--- config.mk ---
export PLATFORM = sky130hd
export DESIGN_NAME = pmr_top
export DESIGN_NICKNAME = d
export VERILOG_FILES = /design/src/rtl/pmr_pkg.sv /design/src/rtl/pmr_sync.sv /design/src/rtl/pmr_top.sv
export SDC_FILE = /design/constraint.sdc
export NUM_CORES = 1
export LEC_CHECK = 0
export BUFFER_PORTS_ARGS = -buffer_cell sky130_fd_sc_hd__clkbuf_2
export CAP_MARGIN = 20
export CORE_UTILIZATION = 40
export DETAILED_ROUTE_END_ITERATION = 10
export PLACE_DENSITY = 0.53
export SETUP_SLACK_MARGIN = 0.3
export SYNTH_ARGS = -nofsm -noshare
export SYNTH_HDL_FRONTEND = slang
export SYNTH_SLANG_ARGS = --single-unit
--- constraint.sdc ---
create_clock -name clk_sys -period 3.35 [get_ports clk_sys]
set_input_delay 0.5025 -clock clk_sys [delete_from_list [all_inputs] [get_ports clk_sys]]
set_output_delay 0.5025 -clock clk_sys [all_outputs]
set_load 0.01 [all_outputs]
--- src/rtl/pmr_pkg.sv ---
// Purpose: Shared constants and types for the supply-management registers
// Assumes: Core clock of 50 MHz, byte-wide special-function-register port
// Notes: Offsets are byte addresses in the core's register space
package pmr_pkg;

  // Register addresses
  localparam logic [7:0] ADDR_POWER_CONTROL = 8'h00_C5;
  localparam logic [7:0] ADDR_WRITE_KEY = 8'h00_C1;
  localparam logic [7:0] ADDR_EVENT_ENABLE = 8'h00_EC;
  localparam logic [7:0] ADDR_PERIPHERAL_CONFIG_CONFIG = 8'h00_F4;
  localparam logic [7:0] ADDR_BACKUP_SWITCH = 8'h00_F5;
  localparam logic [7:0] ADDR_EVENT_FLAGS = 8'h00_F8;
  localparam logic [7:0] ADDR_SCRATCH_ONE = 8'h00_FB;
  localparam logic [7:0] ADDR_SCRATCH_TWO = 8'h00_FC;
  localparam logic [7:0] ADDR_SCRATCH_THREE = 8'h00_FD;
  localparam logic [7:0] ADDR_SCRATCH_FOUR = 8'h00_FE;
  localparam logic [7:0] ADDR_IRQ_PIN_CONFIG = 8'h00_FF;

  // Unlock value for the key register
  localparam logic [7:0] KEY_UNLOCK = 8'h00_EA;
  localparam logic [7:0] RESET_BYTE = 8'h00_00;
  localparam logic [7:0] ALL_ONES = 8'h00_FF;

  // Event flag positions
  localparam int FLAG_RESTORED = 7;
  localparam int FLAG_SAVING_IRQ = 6;
  localparam int FLAG_DIP = 5;
  localparam int FLAG_RESERVED = 4;
  localparam int FLAG_DC_CONVERTER = 3;
  localparam int FLAG_BACKUP_MON = 2;
  localparam int FLAG_SWITCHOVER = 1;
  localparam int FLAG_DC_LOW = 0;

  // Writable bits of the flag and enable registers
  localparam logic [7:0] FLAG_MASK = 8'h00_EF;
  localparam logic [7:0] ENABLE_MASK = 8'h00_AF;
  // Interrupt-pin config: bit 4 reserved, reads zero
  localparam logic [7:0] IRQ_PIN_MASK = 8'h00_EF;
  // Switchover config: only the policy field is stored
  localparam logic [7:0] POLICY_MASK = 8'h00_03;

  // Interrupt-pin config field positions
  localparam int CAL_EN_BIT = 7;
  localparam int CAL_SEL_HI = 6;
  localparam int CAL_SEL_LO = 5;
  localparam int IRQ1_EN_BIT = 3;
  localparam int IRQ1_FN_HI = 2;
  localparam int IRQ1_FN_LO = 1;
  localparam int IRQ0_EN_BIT = 0;

  // Low two bits of the external interrupt 1 function
  localparam logic [1:0] IRQ1_FN_GPIO = 2'h0;
  localparam logic [1:0] IRQ1_FN_BACKUP = 2'h1;

  // Switchover policy codes
  localparam logic [1:0] POLICY_LOW_MAIN = 2'h0;
  localparam logic [1:0] POLICY_MAIN_OR_DC = 2'h1;
  localparam int POLICY_OFF_BIT = 1;

  // Calibration select codes
  localparam logic [1:0] CAL_SEL_1HZ = 2'h0;
  localparam logic [1:0] CAL_SEL_512HZ = 2'h1;
  localparam logic [1:0] CAL_SEL_500HZ = 2'h2;
  localparam logic [1:0] CAL_SEL_16KHZ = 2'h3;

  // Clock and calibration timing
  localparam int CLK_HZ = 50_000_000;
  localparam int CAL_HZ_1 = 1;
  localparam int CAL_HZ_512 = 512;
  localparam int CAL_HZ_500 = 500;
  localparam int CAL_HZ_16K = 16_000;
  localparam int CAL_WINDOW_LONG_MS = 30_500;
  localparam int CAL_WINDOW_SHORT_US = 244_000;
  localparam int CAL_CNT_W = 26;

  // Raw supply event inputs from the analog monitors
  typedef struct packed {
    logic main_source;
    logic sag;
    logic dc_step;
    logic dc_ready;
    logic backup_low;
    logic backup_ready;
    logic dc_low;
  } pmr_event_in_type;

  localparam int EVT_IN_W = 7;
  // Main supply is the source after reset
  localparam logic [6:0] EVT_IN_RESET = 7'h40;

endpackage : pmr_pkg

--- src/rtl/pmr_sync.sv ---
// Purpose: Two-flop synchroniser for the analog event inputs
// Assumes: Inputs are asynchronous levels held for several clock periods
// Notes: First stage feeds only the second stage
`timescale 1ns/1ps
module pmr_sync #(
  parameter int WIDTH = 7,
  parameter logic [WIDTH-1:0] RESET_VAL = '0
) (
  input wire logic clk_sys,
  input wire logic sys_rst,
  input wire logic [WIDTH-1:0] async_in,
  output logic [WIDTH-1:0] sync_out
);

  //////////////////////////////////////////////////////////////////////////
  // One pair of flops per bit
  genvar g;
  generate
    for (g = 0; g < WIDTH; g++)
    begin : g_bit
      logic meta_reg;
      logic stable_reg;
      always_ff @(posedge clk_sys)
      begin
        if (sys_rst)
        begin
          meta_reg <= RESET_VAL[g];
          stable_reg <= RESET_VAL[g];
        end
        else
        begin
          meta_reg <= async_in[g];
          stable_reg <= meta_reg;
        end
      end
      assign sync_out[g] = stable_reg;
    end
  endgenerate

endmodule : pmr_sync

--- src/rtl/pmr_top.sv ---
// Purpose: Supply-management register bank with event flags and cal output
// Assumes: Byte register port on clk_sys, analog events asynchronous
// Notes: Read data is registered, one cycle after the read strobe
`timescale 1ns/1ps
module pmr_top #(
  parameter int CAL_HALF_1HZ = pmr_pkg::CLK_HZ / (2 * pmr_pkg::CAL_HZ_1),
  parameter int CAL_HALF_512HZ = pmr_pkg::CLK_HZ / (2 * pmr_pkg::CAL_HZ_512),
  parameter int CAL_HALF_500HZ = pmr_pkg::CLK_HZ / (2 * pmr_pkg::CAL_HZ_500),
  parameter int CAL_HALF_16KHZ = pmr_pkg::CLK_HZ / (2 * pmr_pkg::CAL_HZ_16K)
) (
  input wire logic clk_sys,
  input wire logic sys_rst,
  input wire logic [7:0] sfr_addr,
  input wire logic sfr_wr_en,
  input wire logic [7:0] sfr_wdata,
  input wire logic sfr_rd_en,
  output logic [7:0] sfr_rdata,
  input wire pmr_pkg::pmr_event_in_type supply_evt,
  output logic calib_out,
  output logic calib_out_oe,
  output logic calib_window_short,
  output logic irq1_gpio_sel,
  output logic irq1_backup_ctrl_sel,
  output logic irq1_input_en,
  output logic irq0_input_en,
  output logic switch_on_low_main,
  output logic switch_on_low_dc,
  output logic saving_mode_irq,
  output logic [7:0] power_control_out,
  output logic [7:0] peripheral_config_out
);

  //////////////////////////////////////////////////////////////////////////
  // Registers and wires
  localparam int CAL_CNT_W_L = pmr_pkg::CAL_CNT_W;
  logic [7:0] power_control_reg;
  logic [7:0] write_key_reg;
  logic [7:0] event_enable_reg;
  logic [7:0] peripheral_config_config_reg;
  logic [7:0] backup_switch_reg;
  logic [7:0] event_flags_reg;
  logic [7:0] event_flags_next;
  logic [7:0] scratch_one_reg;
  logic [7:0] scratch_two_reg;
  logic [7:0] scratch_three_reg;
  logic [7:0] scratch_four_reg;
  logic [7:0] irq_pin_reg;
  logic [7:0] rdata_reg;
  logic [6:0] evt_sync;
  logic [6:0] evt_prev_reg;
  logic [CAL_CNT_W_L-1:0] cal_cnt_reg;
  logic [CAL_CNT_W_L-1:0] cal_cnt_next;
  logic [CAL_CNT_W_L-1:0] cal_half;
  logic cal_out_reg;
  logic cal_oe_reg;
  logic cal_short_reg;
  logic irq1_gpio_reg;
  logic irq1_backup_reg;
  logic irq1_en_reg;
  logic irq0_en_reg;
  logic sw_main_reg;
  logic sw_dc_reg;

  //////////////////////////////////////////////////////////////////////////
  // Synchronise the analog event inputs
  pmr_sync #(
    .WIDTH(pmr_pkg::EVT_IN_W),
    .RESET_VAL(pmr_pkg::EVT_IN_RESET)
  ) u_sync (
    .clk_sys(clk_sys),
    .sys_rst(sys_rst),
    .async_in(supply_evt),
    .sync_out(evt_sync)
  );

  pmr_pkg::pmr_event_in_type evt_now;
  pmr_pkg::pmr_event_in_type evt_old;
  assign evt_now = evt_sync;
  assign evt_old = evt_prev_reg;

  // Edge history for event detection
  always_ff @(posedge clk_sys)
  begin
    if (sys_rst)
      evt_prev_reg <= pmr_pkg::EVT_IN_RESET;
    else
      evt_prev_reg <= evt_sync;
  end

  //////////////////////////////////////////////////////////////////////////
  // Address decode
  wire hit_power = (sfr_addr == pmr_pkg::ADDR_POWER_CONTROL);
  wire hit_key = (sfr_addr == pmr_pkg::ADDR_WRITE_KEY);
  wire hit_enable = (sfr_addr == pmr_pkg::ADDR_EVENT_ENABLE);
  wire hit_peripheral_config = (sfr_addr == pmr_pkg::ADDR_PERIPHERAL_CONFIG_CONFIG);
  wire hit_switch = (sfr_addr == pmr_pkg::ADDR_BACKUP_SWITCH);
  wire hit_flags = (sfr_addr == pmr_pkg::ADDR_EVENT_FLAGS);
  wire hit_scr1 = (sfr_addr == pmr_pkg::ADDR_SCRATCH_ONE);
  wire hit_scr2 = (sfr_addr == pmr_pkg::ADDR_SCRATCH_TWO);
  wire hit_scr3 = (sfr_addr == pmr_pkg::ADDR_SCRATCH_THREE);
  wire hit_scr4 = (sfr_addr == pmr_pkg::ADDR_SCRATCH_FOUR);
  wire hit_irq_pin = (sfr_addr == pmr_pkg::ADDR_IRQ_PIN_CONFIG);
  wire key_open = (write_key_reg == pmr_pkg::KEY_UNLOCK);
  wire wr_irq_pin = sfr_wr_en && hit_irq_pin && key_open;
  wire wr_flags = sfr_wr_en && hit_flags;

  //////////////////////////////////////////////////////////////////////////
  // Supply events, one cycle pulses
  wire ev_restored = evt_now.main_source && !evt_old.main_source;
  wire ev_switchover = !evt_now.main_source && evt_old.main_source;
  wire ev_sag = evt_now.sag && !evt_old.sag;
  wire ev_dc_conv = (evt_now.dc_step && !evt_old.dc_step) ||
                    (evt_now.dc_ready && !evt_old.dc_ready);
  wire ev_backup = (evt_now.backup_low && !evt_old.backup_low) ||
                   (evt_now.backup_ready && !evt_old.backup_ready);
  wire ev_dc_low = evt_now.dc_low && !evt_old.dc_low;

  wire [7:0] ev_vec = {ev_restored, 1'b0, ev_sag, 1'b0, ev_dc_conv,
                       ev_backup, ev_switchover, ev_dc_low};
  wire saving_hit = |(ev_vec & event_enable_reg);
  wire [7:0] ev_all = ev_vec | ({7'h00, saving_hit} << pmr_pkg::FLAG_SAVING_IRQ);
  wire [7:0] keep_mask = wr_flags ? sfr_wdata : pmr_pkg::ALL_ONES;
  assign event_flags_next = ((event_flags_reg & keep_mask) | ev_all) &
                            pmr_pkg::FLAG_MASK;

  //////////////////////////////////////////////////////////////////////////
  // Register writes
  always_ff @(posedge clk_sys)
  begin
    if (sys_rst)
    begin
      power_control_reg <= pmr_pkg::RESET_BYTE;
      write_key_reg <= pmr_pkg::RESET_BYTE;
      event_enable_reg <= pmr_pkg::RESET_BYTE;
      peripheral_config_config_reg <= pmr_pkg::RESET_BYTE;
      backup_switch_reg <= pmr_pkg::RESET_BYTE;
      event_flags_reg <= pmr_pkg::RESET_BYTE;
      scratch_one_reg <= pmr_pkg::RESET_BYTE;
      scratch_two_reg <= pmr_pkg::RESET_BYTE;
      scratch_three_reg <= pmr_pkg::RESET_BYTE;
      scratch_four_reg <= pmr_pkg::RESET_BYTE;
      irq_pin_reg <= pmr_pkg::RESET_BYTE;
    end
    else
    begin
      event_flags_reg <= event_flags_next;
      if (sfr_wr_en && hit_power)
        power_control_reg <= sfr_wdata;
      if (sfr_wr_en && hit_key)
        write_key_reg <= sfr_wdata;
      if (sfr_wr_en && hit_enable)
        event_enable_reg <= sfr_wdata & pmr_pkg::ENABLE_MASK;
      if (sfr_wr_en && hit_peripheral_config)
        peripheral_config_config_reg <= sfr_wdata;
      if (sfr_wr_en && hit_switch)
        backup_switch_reg <= sfr_wdata & pmr_pkg::POLICY_MASK;
      if (sfr_wr_en && hit_scr1)
        scratch_one_reg <= sfr_wdata;
      if (sfr_wr_en && hit_scr2)
        scratch_two_reg <= sfr_wdata;
      if (sfr_wr_en && hit_scr3)
        scratch_three_reg <= sfr_wdata;
      if (sfr_wr_en && hit_scr4)
        scratch_four_reg <= sfr_wdata;
      if (wr_irq_pin)
        irq_pin_reg <= sfr_wdata & pmr_pkg::IRQ_PIN_MASK;
    end
  end

  //////////////////////////////////////////////////////////////////////////
  // Read mux, unmapped addresses read zero
  wire [7:0] rd_mux =
    hit_power ? power_control_reg :
    hit_key ? write_key_reg :
    hit_enable ? event_enable_reg :
    hit_peripheral_config ? peripheral_config_config_reg :
    hit_switch ? backup_switch_reg :
    hit_flags ? event_flags_reg :
    hit_scr1 ? scratch_one_reg :
    hit_scr2 ? scratch_two_reg :
    hit_scr3 ? scratch_three_reg :
    hit_scr4 ? scratch_four_reg :
    hit_irq_pin ? irq_pin_reg : pmr_pkg::RESET_BYTE;

  // Read data capture
  always_ff @(posedge clk_sys)
  begin
    if (sys_rst)
      rdata_reg <= pmr_pkg::RESET_BYTE;
    else if (sfr_rd_en)
      rdata_reg <= rd_mux;
  end

  //////////////////////////////////////////////////////////////////////////
  // Pin function and policy decode
  wire [1:0] irq1_fn = irq_pin_reg[pmr_pkg::IRQ1_FN_HI:pmr_pkg::IRQ1_FN_LO];
  wire [1:0] policy = backup_switch_reg[1:0];
  wire pol_off = policy[pmr_pkg::POLICY_OFF_BIT];
  wire [1:0] cal_sel = irq_pin_reg[pmr_pkg::CAL_SEL_HI:pmr_pkg::CAL_SEL_LO];

  // Registered decoded controls
  always_ff @(posedge clk_sys)
  begin
    if (sys_rst)
    begin
      irq1_gpio_reg <= 1'b0;
      irq1_backup_reg <= 1'b0;
      irq1_en_reg <= 1'b0;
      irq0_en_reg <= 1'b0;
      sw_main_reg <= 1'b0;
      sw_dc_reg <= 1'b0;
      cal_short_reg <= 1'b0;
    end
    else
    begin
      irq1_gpio_reg <= (irq1_fn == pmr_pkg::IRQ1_FN_GPIO);
      irq1_backup_reg <= (irq1_fn == pmr_pkg::IRQ1_FN_BACKUP);
      irq1_en_reg <= irq_pin_reg[pmr_pkg::IRQ1_EN_BIT];
      irq0_en_reg <= irq_pin_reg[pmr_pkg::IRQ0_EN_BIT];
      sw_main_reg <= !pol_off;
      sw_dc_reg <= !pol_off && (policy == pmr_pkg::POLICY_MAIN_OR_DC);
      cal_short_reg <= cal_sel[1];
    end
  end

  //////////////////////////////////////////////////////////////////////////
  // Calibration frequency divider
  // half period per select
  assign cal_half =
    (cal_sel == pmr_pkg::CAL_SEL_1HZ) ? CAL_CNT_W_L'(CAL_HALF_1HZ - 1) :
    (cal_sel == pmr_pkg::CAL_SEL_512HZ) ? CAL_CNT_W_L'(CAL_HALF_512HZ - 1) :
    (cal_sel == pmr_pkg::CAL_SEL_500HZ) ? CAL_CNT_W_L'(CAL_HALF_500HZ - 1) :
    CAL_CNT_W_L'(CAL_HALF_16KHZ - 1);
  wire cal_wrap = (cal_cnt_reg >= cal_half);
  assign cal_cnt_next = cal_wrap ? '0 : cal_cnt_reg + 1'b1;

  always_ff @(posedge clk_sys)
  begin
    if (sys_rst)
    begin
      cal_cnt_reg <= '0;
      cal_out_reg <= 1'b0;
      cal_oe_reg <= 1'b0;
    end
    else
    begin
      cal_oe_reg <= irq_pin_reg[pmr_pkg::CAL_EN_BIT];
      if (!irq_pin_reg[pmr_pkg::CAL_EN_BIT])
      begin
        cal_cnt_reg <= '0;
        cal_out_reg <= 1'b0;
      end
      else
      begin
        cal_cnt_reg <= cal_cnt_next;
        if (cal_wrap)
          cal_out_reg <= !cal_out_reg;
      end
    end
  end

  //////////////////////////////////////////////////////////////////////////
  // Outputs
  assign sfr_rdata = rdata_reg;
  assign calib_out = cal_out_reg;
  assign calib_out_oe = cal_oe_reg;
  assign calib_window_short = cal_short_reg;
  assign irq1_gpio_sel = irq1_gpio_reg;
  assign irq1_backup_ctrl_sel = irq1_backup_reg;
  assign irq1_input_en = irq1_en_reg;
  assign irq0_input_en = irq0_en_reg;
  assign switch_on_low_main = sw_main_reg;
  assign switch_on_low_dc = sw_dc_reg;
  assign saving_mode_irq = event_flags_reg[pmr_pkg::FLAG_SAVING_IRQ];
  assign power_control_out = power_control_reg;
  assign peripheral_config_out = peripheral_config_config_reg;

  //////////////////////////////////////////////////////////////////////////
  // Checks
  a_key_locked: assert property (
    @(posedge clk_sys) disable iff (sys_rst)
    (sfr_wr_en && hit_irq_pin && !key_open) |=> $stable(irq_pin_reg))
    else $error("locked pin config write took effect");

  a_key_unlocked: assert property (
    @(posedge clk_sys) disable iff (sys_rst)
    (sfr_wr_en && hit_irq_pin && key_open) |=>
      (irq_pin_reg == ($past(sfr_wdata) & pmr_pkg::IRQ_PIN_MASK)))
    else $error("unlocked pin config write lost");

  a_cal_enable: assert property (
    @(posedge clk_sys) disable iff (sys_rst)
    $rose(irq_pin_reg[pmr_pkg::CAL_EN_BIT]) |=> calib_out_oe ##1 calib_out_oe)
    else $error("calibration output not driven");

  a_cal_toggle: assert property (
    @(posedge clk_sys) disable iff (sys_rst)
    ($changed(cal_out_reg) && $past(irq_pin_reg[pmr_pkg::CAL_EN_BIT])) |->
      ($past(cal_cnt_reg) >= $past(cal_half)))
    else $error("calibration toggle off period");

  a_restore_flag: assert property (
    @(posedge clk_sys) disable iff (sys_rst)
    ev_restored |=> event_flags_reg[pmr_pkg::FLAG_RESTORED])
    else $error("restored flag not set");

  a_saving_flag: assert property (
    @(posedge clk_sys) disable iff (sys_rst)
    saving_hit |=> saving_mode_irq)
    else $error("saving-mode flag not set");

  a_event_flags: assert property (
    @(posedge clk_sys) disable iff (sys_rst)
    (ev_sag || ev_dc_conv || ev_backup || ev_switchover || ev_dc_low) |=>
      ((event_flags_reg & $past(ev_vec)) == $past(ev_vec)))
    else $error("event flag not set");

  a_flag_hold: assert property (
    @(posedge clk_sys) disable iff (sys_rst)
    (!wr_flags && event_flags_reg[pmr_pkg::FLAG_DIP]) |=>
      event_flags_reg[pmr_pkg::FLAG_DIP])
    else $error("flag dropped without clear");

  a_policy_out: assert property (
    @(posedge clk_sys) disable iff (sys_rst)
    (sfr_wr_en && hit_switch) |=> ##1
      (switch_on_low_main == !$past(sfr_wdata[1], 2)))
    else $error("switchover policy not applied");

  a_irq0_func: assert property (
    @(posedge clk_sys) disable iff (sys_rst)
    wr_irq_pin |=> ##1 (irq0_input_en == $past(sfr_wdata[0], 2)))
    else $error("irq0 function not applied");

endmodule : pmr_top

==> Yosys cells after proc, flatten, opt, wreduce, memory -nomap -nowiden <==
Cells that the tools add are included.
{ "word_totals": {"register_bits": 143, "in_bits": 27} }
{ "op_classes": {"add_sub_neg": 1, "n_lt_le_gt_ge": 1, "n_eq_ne": 16, "muxes": 15, "bitwise_logic": 5, "reduce_logical": 38} }
{ "ops": {"columns": ["operator", "count"], "rows": [
  ["8-bit equality test (second input constant)", 12],
  ["8-bit two-way mux", 12],
  ["16-bit two-way mux", 2],
  ["26-bit by 1-bit adder with 26-bit output (second input constant)", 1],
  ["26-bit by 25-bit greater-or-equal comparator with 1-bit output", 1],
  ["25-bit two-way mux", 1],
  ["1-bit logical AND", 21],
  ["8-bit bitwise AND", 2],
  ["1-bit logical NOT", 10],
  ["8-bit by 7-bit OR with 8-bit output", 1],
  ["8-bit OR", 1],
  ["8-bit OR reduction", 1],
  ["2-bit by 1-bit equality test with 1-bit output (second input constant)", 3],
  ["2-bit logical NOT", 2],
  ["3-bit OR reduction", 1],
  ["2-bit equality test (second input constant)", 1],
  ["1-bit logical OR", 2],
  ["2-bit OR reduction", 1],
  ["1-bit inverter", 1]
]} }

==> Depth between registers and ports, before layout <==
{ "logic_depth": {"depth_word": 12, "depth_mapped": 11} }

==> By module <==
Synthesis repeated with hierarchy kept, for this count alone.
{ "unflattened": {"cells_unflattened": 756, "area_unflattened_um2": 6717.7} }
{ "by_module_without_submodules": {"columns": ["mod", "n_inst", "cells_per_inst", "area_each_um2", "seq_area_each_um2"], "rows": [
  ["pmr_top", 1, 720, 6282.3, 2562.5],
  ["pmr_sync", 1, 36, 435.4, 280.3]
]} }

==> Worst setup path before layout <==
No wires, ideal clock.
{ "synth_timing": {"path_type": "reg2reg", "start": "register irq_pin_reg[5]", "end": "register cal_cnt_reg[17]", "setup_ps": 115, "arrival_time_ps": 2319, "slack_ps": 916, "path_stages_with_launch": 12, "path_cell_list": "dfxtp_1 > inv_1 > ha_1 > nor2_1 > ha_1 > nand3_1 > nor2_1 > a21oi_1 > o311a_1 > o211ai_4 > buf_6 > nor2_1"} }
{ "synth_via": {"elab_chain_len": 6, "word_cells_on_any_way": 8, "cone_classes": "1 x order compare; 2 x eq/ne; 3 x mux; 2 x reduce/logical"} }
{ "synth_rtl": {"columns": ["item", "line", "rtl"], "rows": [
  ["from (decl)", "pmr_top.sv:47", "logic [7:0] irq_pin_reg;"],
  ["from (signal assigned)", "pmr_top.sv:142", "irq_pin_reg <= pmr_pkg::RESET_BYTE;"],
  ["from (signal assigned)", "pmr_top.sv:166", "irq_pin_reg <= sfr_wdata & pmr_pkg::IRQ_PIN_MASK;"],
  ["2-bit equality test", "pmr_top.sv:232", "(cal_sel == pmr_pkg::CAL_SEL_500HZ) ? CAL_CNT_W_L'(CAL_HALF_500HZ - 1) :"],
  ["16-bit two-way mux", "pmr_top.sv:232", null],
  ["16-bit two-way mux", "pmr_top.sv:231", "(cal_sel == pmr_pkg::CAL_SEL_512HZ) ? CAL_CNT_W_L'(CAL_HALF_512HZ - 1) :"],
  ["25-bit two-way mux *", "pmr_top.sv:230", "(cal_sel == pmr_pkg::CAL_SEL_1HZ) ? CAL_CNT_W_L'(CAL_HALF_1HZ - 1) :"],
  ["26-bit by 25-bit greater-or-equal comparator with 1-bit output *", "pmr_top.sv:234", "wire cal_wrap = (cal_cnt_reg >= cal_half);"],
  ["3-bit OR reduction (no source line) *", null, null],
  ["to (signal assigned)", "pmr_top.sv:255", "cal_cnt_reg <= cal_cnt_next;"],
  ["to (decl)", "pmr_top.sv:51", "logic [CAL_CNT_W_L-1:0] cal_cnt_reg;"]
]} }
Mark *: on every way between the ends. The rest lies on a longest branch, timed or not.
A chain may end at the register's enable or synchronous reset.

==> Final worst setup path <==
{ "layout_timing": {"start": "register irq_pin_reg[5]", "end": "register cal_cnt_reg[20]"} }
The elaborated chain is that of the path after synthesis.

==> impl_metrics.toml <==
[worst_hold_path]
hold_path_class = "in -> reg"
hold_path_depth = 2

[job]
max-cap-violations = 0

[clock_tree]
cts_tree = "yes"
insertion_delay_ps = 430
clock_tree.buffer_depth = 2
numCtsBuffers = 17
path_clk_slew_ps = 60
cts.sinks = 142
h-tree-depth = 4
cts_root_buf = "clkbuf_16"

[timing]
tightest_slew_ps = 766.3
setup_viol = 0
rsz0062_at_grt = "false"
clock_skew_ps = 15.48
max_slew_margin = 0.4853
finalHoldViolations = 0
fin_tns_setup_ps = 0
maxSlewViolCount = 0
max_freq_ghz = 0.3608
fin_crit_ps = 2771
finalCritPeriodShare = 0.8273

[layout]
area_delta_synth_final_pct = 15.90
final_common_cell = "dfxtp_1"
drive_gt1_frac = 0.1648
largest_register_ffs = 26
diodes = 0
final_cell_mix = "142 x dfxtp_1, 85 x nand2_1, 84 x a21oi_1"
fin_area_sq_um = 7726
final_net_count = 863

[place]
io_buffers = 60
placed_area_sq_um = 7107
dp_hpwl_mm = 13.15
gp_congestion = 0.9168

[synthesis]
ys_seq_elements = 142
synthDistinctLibCells = 68
avgSynthCellArea_sq_um = 8.658
ys.flop_type = "dfxtp_1"
synth_cells = 770
synth_edf_count = 0
synth.largest_area_cell = "dfxtp_1"
synth_top_area_frac = 0.4264
ys_warn_count = 0
synth_area_sq_um = 6666
ys_async_sr_fraction = 0
synth_area_leaders = "dfxtp_1 43%, a21oi_1 6.3%, nand3_1 5.0%, nand2_1 4.8%, ha_1 4.5%"
yosysSeqAreaShare = 0.4264
synth_nets = 821

[routing]
antenna_left = 0
drt_iter0_drc = 504
drcViolationCount = 0
drt-total-wl_mm = 18.67
via_per_inst = 5.491
drt_pass1_iterations = 5
wl_per_cell_um = 17.94
vias = 5716

[floorplan]
initial_core_util = 0.4151
placementRows = 46
die_w_um = 131.1
dieArea_sq_um = 17190
die_h_um = 131.1
fp.coreArea_sq_um = 16060
boundaryPins = 61

[worst_setup_path]
cp-end-kind = "register"
arrival_ps = 3130
crit_type = "reg -> reg"
start_kind = "register"
critPathRequiredTime_ps = 3700
rr_worst_depth = 11
path_max_fanout = 17

[grt]
grt_pass1_wl_mm = 29.53
grt_pass1_vias = 5470
antenna_found_initial = 0
grt_max_degree = 75
overflow = 0
grt.total_usage = 0.2302

[pwr]
p_per_area_nw_per_um2 = 489.6
peakVddDrop_mv = 0.3755
leakage_nw = 2.832

[run_status]
outcome = "complete, no violations"
==> final timing paths <==
path                                                              end  slack (ps)                                start
worst max register to register             cal_cnt_reg[20]$_SDFF_PP0_         580          irq_pin_reg[5]$_SDFFE_PP0P_
worst min-delay path              u_sync.g_bit[6].meta_reg$_SDFF_PP1_         260                        supply_evt[6]
worst min register to register  u_sync.g_bit[6].stable_reg$_SDFF_PP1_         420  u_sync.g_bit[6].meta_reg$_SDFF_PP1_
worst max-delay path                       cal_cnt_reg[20]$_SDFF_PP0_         580          irq_pin_reg[5]$_SDFFE_PP0P_
==> stage by stage <==
stage / total power (W) / cells / worst slack (ps) / util / hold slack, ps
final: 0.003783 / 1041 / 578.6 / 0.4811 / 260.8
after global routing: 0.003915 / 1041 / 401.3 / 0.4811 / 264.4
after CTS: 0.003821 / 1040 / 418.3 / 0.4797 / 252.3
after detailed placement: 0.001919 / 1008 / 420.3 / 0.4426 / 409.1
after global placement: 0.001917 / 1008 / 585.7 / 0.4426 / 405.6
after floorplan: 0.001855 / 770 / 916.3 / - / 389.5
==> what timing repair did <==
item                       4_1_cts  5_1_grt
buffers inserted                 0        1
hold buffers                     0        0
setup endpoints to repair        0       17
gates resized for setup          0        1
==> kinds of logic (layout without fill, tap and decap cells) <==
group           Yosys count  count (layout)  share of synthesized area
simple gates            331             331                     0.2532
compound gates          156             156                     0.1436
flops                   142             142                     0.4264
buf+inv                  63             118                    0.04561
mux                      28              28                    0.05199
xor+xnor                 26              26                    0.03416
fa+ha+maj                24              24                    0.04505
==> critical path, stage by stage, from the launching register on <==
cell	delay, ps
dfxtp_1	460
inv_1	180
ha_2	280
inv_1	150
ha_1	280
and3b_1	180
a311oi_1	280
o221ai_1	180
a41oi_2	270
o211ai_4	150
buf_12	170
nor2_1	120
==> cell type report <==
type | count | area (sq um)
Clock buffer | 18 | 439.2
Timing Repair Buffer | 75 | 452.9
Inverter | 11 | 41.29
Sequential cell | 142 | 2843
Tap cell | 216 | 270.3
Clock inverter | 14 | 157.7
Fill cell | 1571 | 8332
Multi-Input combinational cell | 565 | 3522
==> routing by layer <==
metal  up-vias  wire [um]  global-route usage
met5         -          0                   0
met4         0        391             0.09060
met3        27        779             0.03937
met2       158       8573              0.3694
met1      2747       8928              0.3080
li1       2784          -                   -
==> where the power goes <==
part	switching, W	total, W	internal (W)	leakage [nW]
sequential	0.00000728	0.00171	0.00171	1.15
combinational	0.000119	0.000170	0.0000517	1.40
clock	0.000772	0.00190	0.00113	0.284
==> cells in the mapped netlist, types with 5 or more instances <==
cell type  instances
mux4_2             5
o21ai_0           26
and3_1             7
clkbuf_1          33
nand4_1           12
xnor2_1           12
xor2_1            14
nand3_1           67
mux2i_1           20
nand2_1           85
nand2b_1          19
nor3_1             7
buf_2             10
nand3b_1           5
nor2b_1           31
dfxtp_1          142
nor2_1            70
inv_1             11
buf_6              5
ha_1              24
a21oi_1           84
Power figures use the tool's default switching activity.
